File: config.mk
export PLATFORM = sky130hd
export DESIGN_NAME = thermal_clock_throttle
export DESIGN_NICKNAME = d
export VERILOG_FILES = /design/src/verilog/throttle_pkg.sv /design/src/verilog/duty_modulator.sv /design/src/verilog/thermal_clock_throttle.sv
export VERILOG_INCLUDE_DIRS = /design/src /design/src/verilog
export SDC_FILE = /design/constraint.sdc
export NUM_CORES = 1
export LEC_CHECK = 0
export BUFFER_PORTS_ARGS = -buffer_cell sky130_fd_sc_hd__buf_2
export CORE_MARGIN = 3
export CORE_UTILIZATION = 23
export CTS_BUF_LIST = sky130_fd_sc_hd__clkbuf_8
export DETAILED_ROUTE_END_ITERATION = 16
export PLACE_DENSITY = 0.37
export SETUP_SLACK_MARGIN = 0.05
export SLEW_MARGIN = 10
export SYNTH_ARGS = -nofsm -noshare
export SYNTH_HDL_FRONTEND = slang
export SYNTH_SLANG_ARGS = --single-unit
File: constraint.sdc
create_clock -name i_clk_sys -period 7.45 [get_ports i_clk_sys]
set_input_delay 0.745 -clock i_clk_sys [delete_from_list [all_inputs] [get_ports i_clk_sys]]
set_output_delay 0.745 -clock i_clk_sys [all_outputs]
set_load 0.01 [all_outputs]
File: src/verilog/throttle_consts.svh
// Constants for the thermal clock throttle block
`ifndef THROTTLE_CONSTS_SVH
`define THROTTLE_CONSTS_SVH

// Register offsets on the plain register port
`define THR_OFF_MODE 4'h0
`define THR_OFF_DEMAND 4'h1
`define THR_OFF_STATUS 4'h2
`define THR_OFF_PERIOD 4'h3

// Mode register fields
`define THR_MODE_AUTO_BIT 0

// On-demand register fields
`define THR_DEM_EN_BIT 4
`define THR_DEM_DUTY_LSB 1
`define THR_DEM_DUTY_MSB 3

// Status register fields
`define THR_ST_ACTIVE_BIT 0
`define THR_ST_GATE_BIT 1
`define THR_ST_HOT_BIT 2
`define THR_ST_EXTHOT_BIT 3
`define THR_ST_PEND_BIT 4
`define THR_ST_AUTO_BIT 5

// Reset values
`define THR_MODE_RST 8'h00
`define THR_DEMAND_RST 8'h00
`define THR_PERIOD_RST 8'h10

// Fixed automatic duty: four eighths on
`define THR_AUTO_DUTY 3'h4

// Hysteresis: cool level must hold this many ns before release, rounded up to 10 ns cycles
`define THR_HYST_NS 200
`define THR_HYST_CYC ((`THR_HYST_NS + 9) / 10)

`endif

File: src/verilog/throttle_pkg.sv
// Types shared by the thermal clock throttle block
package throttle_pkg;

    typedef enum logic [1:0] {
        ST_IDLE,
        ST_AUTO,
        ST_DEMAND
    } thr_state_t;

    typedef struct packed {
        logic hot;
        logic cool;
    } sensor_t;

    typedef struct packed {
        logic [3:0] addr;
        logic [7:0] wdata;
        logic wr;
        logic rd;
    } reg_req_t;

endpackage
File: src/verilog/duty_modulator.sv
// Eighths-based clock-on/off modulator for the throttle block
`timescale 1ns/1ps
`include "throttle_consts.svh"

module duty_modulator (
    input wire logic i_clk_sys,
    input wire logic i_arst_n,
    input wire logic i_run,
    input wire logic [2:0] i_duty,
    input wire logic [7:0] i_slot_len,
    output logic o_clk_on
);

    logic [7:0] slot_cnt;
    logic [2:0] eighth;
    logic [7:0] slot_last;
    logic slot_end;
    logic next_on;

    // Slot length counted in core cycles keeps the period proportional
    // to the core period, so it shrinks as frequency rises.
    assign slot_last = (i_slot_len == 8'h00) ? 8'h00 : i_slot_len - 8'h01;
    assign slot_end = (slot_cnt >= slot_last);
    assign next_on = i_run && (eighth < i_duty);

    always_ff @(posedge i_clk_sys or negedge i_arst_n) begin
        if (!i_arst_n) begin
            slot_cnt <= 8'h00;
            eighth <= 3'h0;
        end else if (!i_run) begin
            slot_cnt <= 8'h00;
            eighth <= 3'h0;
        end else if (slot_end) begin
            slot_cnt <= 8'h00;
            eighth <= eighth + 3'h1;
        end else begin
            slot_cnt <= slot_cnt + 8'h01;
        end
    end

    always_ff @(posedge i_clk_sys or negedge i_arst_n) begin
        if (!i_arst_n) begin
            o_clk_on <= 1'b1;
        end else begin
            o_clk_on <= next_on || !i_run;
        end
    end

endmodule

File: src/verilog/thermal_clock_throttle.sv
// Thermal clock throttle: automatic and on-demand core clock modulation
// Function
// - Trip point fixed, no software setting
// - Snoops keep flowing while throttling
// - Interrupts latched, delivered while clocks run
// - Over temperature gates core clocks repeatedly
// - Automatic mode wins over on-demand
// - Mode chosen through model-specific registers
// - Automatic engages only at maximum temperature; here an outside pull on the indicator also engages it
// - Automatic duty is half on, half off
// - Period scales with core clock period
// - Cooling stops gating, circuit goes idle; here it passes to on-demand instead when that is enabled
// - Hysteresis prevents rapid toggling
// - Automatic duty fixed, writes ignored
// - Automatic mode runs purely in hardware
// - On-demand enable engages immediately
// - Overheat indicator driven low when hot
// - External overheat drive engages throttling
`timescale 1ns/1ps
`include "throttle_consts.svh"

module thermal_clock_throttle (
    input wire logic i_clk_sys,
    input wire logic i_arst_n,
    input wire logic [3:0] i_addr,
    input wire logic [7:0] i_wdata,
    input wire logic i_wr,
    input wire logic i_rd,
    output logic [7:0] o_rdata,
    input wire logic i_sensor_hot,
    input wire logic i_sensor_cool,
    input wire logic i_overheat_indicator_n,
    output logic o_overheat_indicator_n,
    output logic o_overheat_indicator_oe,
    input wire logic i_snoop_req,
    output logic o_snoop_ack,
    input wire logic i_irq,
    output logic o_irq_core,
    output logic o_core_clk_en,
    output logic o_thermal_control_circuit_active
);

    throttle_pkg::reg_req_t req;
    throttle_pkg::sensor_t sens_meta;
    throttle_pkg::sensor_t sens;
    throttle_pkg::thr_state_t state;
    throttle_pkg::thr_state_t next_state;

    logic ext_meta;
    logic ext_hot;
    logic irq_meta;
    logic irq_sync;
    logic snoop_meta;
    logic snoop_sync;

    logic [7:0] mode_reg;
    logic [7:0] demand_reg;
    logic [7:0] period_reg;
    logic [7:0] next_rdata;
    logic [7:0] status_word;

    logic auto_en;
    logic demand_en;
    logic [2:0] demand_duty;
    logic hot_req;
    logic cool_ok;
    logic [7:0] cool_cnt;
    logic cool_held;
    logic irq_pend;
    logic [2:0] duty_sel;
    logic run_mod;
    logic clk_on;
    logic sel_mode;
    logic sel_demand;
    logic sel_status;
    logic sel_period;
    logic wr_mode;
    logic wr_demand;
    logic wr_period;
    logic gate_open;
    logic irq_deliver;

    assign req = '{addr: i_addr, wdata: i_wdata, wr: i_wr, rd: i_rd};

    // Pins pass two flops before any logic sees them; only the second
    // flop of each pair is read, so a metastable first stage stays hidden
    always_ff @(posedge i_clk_sys or negedge i_arst_n) begin
        if (!i_arst_n) begin
            sens_meta <= '0;
            sens <= '0;
        end else begin
            sens_meta <= '{hot: i_sensor_hot, cool: i_sensor_cool};
            sens <= sens_meta;
        end
    end

    // Indicator pin is active low; kept as a high-true flag inside.
    // Reset matches the released pin, so no false hot follows reset.
    always_ff @(posedge i_clk_sys or negedge i_arst_n) begin
        if (!i_arst_n) begin
            ext_meta <= 1'b0;
            ext_hot <= 1'b0;
        end else begin
            ext_meta <= !i_overheat_indicator_n;
            ext_hot <= ext_meta;
        end
    end

    always_ff @(posedge i_clk_sys or negedge i_arst_n) begin
        if (!i_arst_n) begin
            irq_meta <= 1'b0;
            irq_sync <= 1'b0;
        end else begin
            irq_meta <= i_irq;
            irq_sync <= irq_meta;
        end
    end

    always_ff @(posedge i_clk_sys or negedge i_arst_n) begin
        if (!i_arst_n) begin
            snoop_meta <= 1'b0;
            snoop_sync <= 1'b0;
        end else begin
            snoop_meta <= i_snoop_req;
            snoop_sync <= snoop_meta;
        end
    end

    // Register decode
    assign sel_mode = (req.addr == `THR_OFF_MODE);
    assign sel_demand = (req.addr == `THR_OFF_DEMAND);
    assign sel_status = (req.addr == `THR_OFF_STATUS);
    assign sel_period = (req.addr == `THR_OFF_PERIOD);

    // Trip level comes only from the comparator; no register holds it
    assign auto_en = mode_reg[`THR_MODE_AUTO_BIT];
    assign demand_en = demand_reg[`THR_DEM_EN_BIT];
    assign demand_duty = demand_reg[`THR_DEM_DUTY_MSB:`THR_DEM_DUTY_LSB];

    assign status_word = {2'h0,
                          state == throttle_pkg::ST_AUTO,
                          irq_pend,
                          ext_hot,
                          sens.hot,
                          !clk_on,
                          state != throttle_pkg::ST_IDLE};

    assign next_rdata = sel_mode ? mode_reg :
                        sel_demand ? demand_reg :
                        sel_status ? status_word :
                        sel_period ? period_reg : 8'h00;

    assign wr_mode = req.wr && sel_mode;
    assign wr_demand = req.wr && sel_demand;
    assign wr_period = req.wr && sel_period;

    // Only the enable bit is kept; the rest reads back as zero
    always_ff @(posedge i_clk_sys or negedge i_arst_n) begin
        if (!i_arst_n) begin
            mode_reg <= `THR_MODE_RST;
        end else if (wr_mode) begin
            mode_reg <= {7'h00, req.wdata[`THR_MODE_AUTO_BIT]};
        end
    end

    // Enable and duty land together, so a new duty never runs disabled
    always_ff @(posedge i_clk_sys or negedge i_arst_n) begin
        if (!i_arst_n) begin
            demand_reg <= `THR_DEMAND_RST;
        end else if (wr_demand) begin
            demand_reg <= {3'h0,
                           req.wdata[`THR_DEM_EN_BIT:`THR_DEM_DUTY_LSB],
                           1'b0};
        end
    end

    always_ff @(posedge i_clk_sys or negedge i_arst_n) begin
        if (!i_arst_n) begin
            period_reg <= `THR_PERIOD_RST;
        end else if (wr_period) begin
            period_reg <= req.wdata;
        end
    end

    always_ff @(posedge i_clk_sys or negedge i_arst_n) begin
        if (!i_arst_n) begin
            o_rdata <= 8'h00;
        end else begin
            o_rdata <= req.rd ? next_rdata : 8'h00;
        end
    end

    // Hot when sensor trips or an outside agent pulls the indicator
    assign hot_req = sens.hot || ext_hot;

    // Release needs the cool comparator and a held-off time; the
    // separate cool threshold plus the delay form the hysteresis band.
    assign cool_ok = sens.cool && !hot_req;
    assign cool_held = (cool_cnt >= 8'(`THR_HYST_CYC));

    always_ff @(posedge i_clk_sys or negedge i_arst_n) begin
        if (!i_arst_n) begin
            cool_cnt <= 8'h00;
        end else if (!cool_ok) begin
            cool_cnt <= 8'h00;
        end else if (!cool_held) begin
            cool_cnt <= cool_cnt + 8'h01;
        end
    end

    // Automatic mode is checked first, so it governs when both apply
    always_comb begin
        next_state = state;
        case (state)
            throttle_pkg::ST_IDLE: begin
                if (auto_en && hot_req)
                    next_state = throttle_pkg::ST_AUTO;
                else if (demand_en)
                    next_state = throttle_pkg::ST_DEMAND;
            end
            throttle_pkg::ST_AUTO: begin
                if (!auto_en)
                    next_state = demand_en ? throttle_pkg::ST_DEMAND
                                           : throttle_pkg::ST_IDLE;
                else if (cool_held)
                    next_state = demand_en ? throttle_pkg::ST_DEMAND
                                           : throttle_pkg::ST_IDLE;
            end
            throttle_pkg::ST_DEMAND: begin
                if (auto_en && hot_req)
                    next_state = throttle_pkg::ST_AUTO;
                else if (!demand_en)
                    next_state = throttle_pkg::ST_IDLE;
            end
            default: next_state = throttle_pkg::ST_IDLE;
        endcase
    end

    always_ff @(posedge i_clk_sys or negedge i_arst_n) begin
        if (!i_arst_n) begin
            state <= throttle_pkg::ST_IDLE;
        end else begin
            state <= next_state;
        end
    end

    // Automatic duty is a constant; software cannot reach it
    assign duty_sel = (state == throttle_pkg::ST_AUTO) ? `THR_AUTO_DUTY
                      : demand_duty;
    assign run_mod = (state != throttle_pkg::ST_IDLE);

    duty_modulator u_mod (
        .i_clk_sys(i_clk_sys),
        .i_arst_n(i_arst_n),
        .i_run(run_mod),
        .i_duty(duty_sel),
        .i_slot_len(period_reg),
        .o_clk_on(clk_on)
    );

    // The modulator output lags the run flag by one cycle, so leaving the
    // throttle could hold the core stopped for one more cycle; the gate
    // is forced open whenever the circuit is idle.
    assign gate_open = clk_on || !run_mod;
    assign irq_deliver = (irq_pend || irq_sync) && gate_open;

    // Interrupts wait while clocks are gated; set wins over delivery
    always_ff @(posedge i_clk_sys or negedge i_arst_n) begin
        if (!i_arst_n) begin
            irq_pend <= 1'b0;
        end else if (irq_sync) begin
            irq_pend <= 1'b1;
        end else if (gate_open) begin
            irq_pend <= 1'b0;
        end
    end

    always_ff @(posedge i_clk_sys or negedge i_arst_n) begin
        if (!i_arst_n) begin
            o_irq_core <= 1'b0;
        end else begin
            o_irq_core <= irq_deliver;
        end
    end

    // Snoop path ignores the gate so coherency never stalls
    always_ff @(posedge i_clk_sys or negedge i_arst_n) begin
        if (!i_arst_n) begin
            o_snoop_ack <= 1'b0;
        end else begin
            o_snoop_ack <= snoop_sync;
        end
    end

    always_ff @(posedge i_clk_sys or negedge i_arst_n) begin
        if (!i_arst_n) begin
            o_core_clk_en <= 1'b1;
        end else begin
            o_core_clk_en <= gate_open;
        end
    end

    always_ff @(posedge i_clk_sys or negedge i_arst_n) begin
        if (!i_arst_n) begin
            o_thermal_control_circuit_active <= 1'b0;
        end else begin
            o_thermal_control_circuit_active <= run_mod;
        end
    end

    // Indicator follows our own sensor only, so an outside pull cannot
    // keep us driving the pin once the die has cooled
    always_ff @(posedge i_clk_sys or negedge i_arst_n) begin
        if (!i_arst_n) begin
            o_overheat_indicator_n <= 1'b1;
        end else begin
            o_overheat_indicator_n <= !sens.hot;
        end
    end

    always_ff @(posedge i_clk_sys or negedge i_arst_n) begin
        if (!i_arst_n) begin
            o_overheat_indicator_oe <= 1'b0;
        end else begin
            o_overheat_indicator_oe <= sens.hot;
        end
    end

endmodule

# Word level (Yosys, flattened, before mapping)
# Index checks and enable logic that the tools add are counted.
# classes
addsub	4
shifts	0
muxes	23
reduce_logical	22
n_div	0
bitwise	0
eq_ne	10
mul	0
n_lt_le_gt_ge	3
# op_table
cell	n
2-to-1 mux 8 bit	10
adder 8 x 1 -> 8 bit, second input constant	2
2-to-1 mux 2 bit	7
2-to-1 mux 3 bit	3
== test 4 x 2 -> 1 bit, second input constant	2
>= comparator 8 x 5 -> 1 bit, second input constant	1
>= comparator 8 bit	1
logical NOT 8 bit	1
subtractor 8 x 1 -> 8 bit, second input constant	1
logical AND 1 bit	7
!= test 3 bit, second input constant	2
case mux 2 bit (3 select lines)	1
logical NOT 1 bit	5
== test 4 x 1 -> 1 bit, second input constant	1
logical NOT 4 bit	1
logical OR 1 bit	4
nonzero test 2 bit	2
adder 3 x 1 -> 3 bit, second input constant	1
less-than comparator 3 bit	1
!= test 3 x 2 -> 1 bit, second input constant	1
AND reduction 3 bit	1
== test 2 x 1 -> 1 bit, second input constant	1
== test 2 bit, second input constant	1
logical NOT 2 bit	1
other kinds (3)	4
# totals
regBits	60
n_memories	0
latchBits	0
output_inout_bits	14
mem_bits_rw	0
in_bits	21
wordCells	88
rom_bits	0

# Depth between registers and ports, before layout
# logic_depth
ltp_word	6
depth_mapped	11
mapped_depth_nobuf	10

# By module
# A second synthesis with hierarchy kept.
# unflattened
hier_cells	250
hier_area_um2	2865.2
# by_module_without_submodules
module	cells_each	area_each_um2	n_inst	seq_area_each_um2
thermal_clock_throttle	144	1914.3	1	1204.9
duty_modulator	106	950.9	1	301.5

# Worst setup path after synthesis
# OpenSTA, ideal clock, no wires.
# synth_timing
kind	flip-flop to flip-flop
from	register period_reg[3]
to	register u_mod.slot_cnt[2]
n_path_buf	1
required_ns	7.364
period_less_slack_ns	2.432
t_arrival_ns	2.346
path_stages_with_launch	11
setup_time_ns	0.086
slack_ns	5.018
cell_sequence	dfrtp_1 -> or4_1 -> nor2_1 -> xor2_1 -> nand2_1 -> ha_1 -> a211oi_1 -> nor2_1 -> a211o_1 -> buf_6 -> nor3_1
# synth_between
elab_chain_cells	5
word_cells_on_any_way	6
cone_classes	add/sub: 1; order compare: 1; mux: 3; reduce/logical: 1
# synth_rtl
element	line	text
start, declared	thermal_clock_throttle.sv:58	logic [7:0] period_reg;
start signal, assigned	thermal_clock_throttle.sv:179	period_reg <= `THR_PERIOD_RST;
start signal, assigned	thermal_clock_throttle.sv:181	period_reg <= req.wdata;
subtractor 8 x 1 -> 8 bit or logical NOT 8 bit (tied branches)	duty_modulator.sv:22	assign slot_last = (i_slot_len == 8'h00) ? 8'h00 : i_slot_len - 8'h01;
2-to-1 mux 8 bit (*)	duty_modulator.sv:22	
>= comparator 8 bit (*)	duty_modulator.sv:23	assign slot_end = (slot_cnt >= slot_last);
2-to-1 mux 8 bit (*)	duty_modulator.sv:33	end else if (slot_end) begin
2-to-1 mux 8 bit (*)	duty_modulator.sv:30	end else if (!i_run) begin
end signal, assigned	duty_modulator.sv:37	slot_cnt <= slot_cnt + 8'h01;
end, declared	duty_modulator.sv:14	logic [7:0] slot_cnt;
# Every way passes the cells marked *; elsewhere a longest branch is shown, timed or not.
# A chain may end at the register's enable or synchronous reset.

# Worst setup path in the final report
# layout_timing
from	register period_reg[3]
to	register u_mod.slot_cnt[4]
# The elaborated chain is that of the path after synthesis.

==> results.sh <==
export IMPL_outcome="finished clean"
export IMPL_dp_slack_ns=4.67
export IMPL_layout_min_cycle_time_ns=2.73
export IMPL_clock_sinks=60
export IMPL_die_x_um=115
export IMPL_hpwl_mm=4.37
export IMPL_grt_met2_usage_pct=14.2
export IMPL_final_cell_mix="dfrtp_1 (56), buf_2 (34), nor2_1 (20)"
export IMPL_final_nets=320
export IMPL_syn_area_um2=2750
export IMPL_worstMarginPinSlew_ns=0.982
export IMPL_htreeDepth=3
export IMPL_stdcell_count=432
export IMPL_p_sw_share_pct=30.3
export IMPL_leakage_uw=0.00155
export IMPL_drv_cap=0
export IMPL_cts_resized=0
export IMPL_rows=39
export IMPL_setup_slack_ns=4.72
export IMPL_drt_wl_total_mm=6.15
export IMPL_synth_compound_area_share_pct=8.18
export IMPL_skew_ns=0.0119
export IMPL_grt_use_met3_pct=2.95
export IMPL_grt_setup_unrepaired="no"
export IMPL_ios=35
export IMPL_synth_xor_area_share_pct=3.82
export IMPL_yosysWarnings=0
export IMPL_final_util_pct=28.5
export IMPL_final_common_cell="dfrtp_1"
export IMPL_die_h_um=115
export IMPL_synth_top_family_by_area="simple AND/OR/NAND/NOR gates"
export IMPL_hold_viol_final=0
export IMPL_gp_congestion=0.739
export IMPL_clk_latency_ns=0.34
export IMPL_grt_pass1_wl_mm=10.4
export IMPL_ys_seq_elements=60
export IMPL_clkTransAtPathRegs_ns=0.07
export IMPL_drtAntennaViolNets=0
export IMPL_antenna_cells=0
export IMPL_p_seq_share_pct=44.7
export IMPL_switching_power_uw=275
export IMPL_cts_root_buffer="clkbuf_8"
export IMPL_start_util_pct=23.8
export IMPL_hold_buffers=0
export IMPL_setup_viol=0
export IMPL_post_cts_buffers=0
export IMPL_top_usage_layer="met1"
export IMPL_grt_overflow_total=0
export IMPL_dieArea_um2=13300
export IMPL_drc=0
export IMPL_ys_async_sr_fraction_pct=100
export IMPL_final_setup_tns_ns=0
export IMPL_vias=1886
export IMPL_grt_max_degree=61
export IMPL_worstPathRequired_ns=7.70
export IMPL_ys_seq_area_share_pct=54.7
export IMPL_drtPass1Iterations=4
export IMPL_arrival_ns=2.98
export IMPL_fin_crit_sh_pct=36.7
export IMPL_powerDensity_nw_per_um2=275
export IMPL_synth_fa_ha_area_share_pct=6.82
export IMPL_antenna_found_initial=0
export IMPL_path_max_fanout=10
export IMPL_yosys_area_share_simple_pct=17.3
export IMPL_clkPwrFrac_pct=35.2
export IMPL_cts_tree="done"
export IMPL_drive_gt1_share_pct=26.0
export IMPL_via_per_inst=4.37
export IMPL_drt_iter0_drc=60
export IMPL_hold_ws_ns=0.353
export IMPL_ir_drop_uv=82.5
export IMPL_synthDistinctLibCells=45
export IMPL_coreArea_um2=11600
export IMPL_max_freq_ghz=0.366
export IMPL_grt_usage_pct=10.3
export IMPL_met1_usage_pct=14.7
export IMPL_grt_pass1_vias=1984
export IMPL_startpoint_type="register"
export IMPL_p_int_uw=632
export IMPL_areaGrowthSynthToFinish_pct=19.8
export IMPL_max_slew_margin_pct=34.3
export IMPL_cp_end_kind="register"
export IMPL_synthCells=243
export IMPL_pwr_share_comb_pct=20.2
export IMPL_clk_path_buf_depth=2
export IMPL_routedWlPerCell_um=14.2
export IMPL_worstSetupPathType="reg2reg"
export IMPL_port_buffers=34
export IMPL_synth_edf_count=0
export IMPL_min_path_type="reg2reg"
export IMPL_ys_dominant_reg_cell="dfrtp_1"
export IMPL_placedCellCount=416
export IMPL_syn_num_nets=279
export IMPL_avgSynthCellArea_um2=11.3
export IMPL_drv_slew=0
export IMPL_numCtsBuffers=9
export IMPL_synthMuxAreaShare_pct=6.77
-- cell families (layout without fill, tap and decap cells) --
group           count (synthesis)  count (layout)
xor+xnor                       12              12
simple gates                   91              91
flops                          60              60
fa+ha+maj                      15              15
compound gates                 33              33
mux                            17              17
buf+inv                        15              61
-- path summary, 6_finish.rpt --
| check | start | to | slack (ns) | cells past startpoint |
|---|---|---|---|---|
| max in group asynchronous | i_arst_n | period_reg[1] | 6.36 | 2 |
| hold reg to reg | snoop_sync | o_snoop_ack | 0.35 | 0 |
| min in group asynchronous | i_arst_n | cool_cnt[3] | 0.56 | 2 |
| hold / removal | snoop_sync | o_snoop_ack | 0.35 | 0 |
| setup / recovery | period_reg[3] | u_mod.slot_cnt[4] | 4.72 | 9 |
| setup reg to reg | period_reg[3] | u_mod.slot_cnt[4] | 4.72 | 9 |
-- power groups by stage --
stage | Combinational, µW | Sequential, µW | Clock, µW
global route | 216 | 413 | 347
detailed placement | 188 | 411 | 0
floorplan | 134 | 400 | 0
finish | 183 | 405 | 319
global placement | 185 | 411 | 0
CTS | 188 | 405 | 332
-- critical path: stages (launching register included) --
cell and delay (ns):
dfrtp_1 0.42, or4_1 0.59, nor2_1 0.14, xor2_1 0.15
nand2_1 0.09, ha_1 0.29, a211oi_1 0.21, nor2_1 0.11
a211o_1 0.41, nor3_1 0.23
-- routing by layer --
layer	part of all wire, %	vias up
met3	3.7	10
met1	52	901
met4	2.1	0
met5	0	-
li1	-	936
met2	42	39
-- metrics by stage --
stage	instance area [µm²]	power, µW
finish	3300	907
global route	3300	975
CTS	3300	926
detailed placement	3080	599
global placement	3080	596
floorplan	2750	534
-- Yosys cell counts, types with 4 or more instances --
library cell,number,area share [%]
and3_1,7,1.6
dfrtp_1,56,51
nand3_1,11,2.0
a21oi_1,7,1.3
xor2_1,9,2.9
inv_1,9,1.2
ha_1,15,6.8
nor2_1,20,2.7
mux2_2,13,5.3
nor2b_1,4,0.91
dfstp_2,4,3.8
o21ai_0,8,1.5
nor3_1,12,2.2
nand2_1,18,2.5
mux2i_1,4,1.5
-- cell type report --
type	count	area (µm²)
timing repair buffer	35	178
multi-input combinational	168	1180
clock inverter	7	92.6
sequential	60	1510
inverter	10	37.5
fill	1183	8270
clock buffer	9	124
tap	143	179
Power figures use the tool's default switching activity.
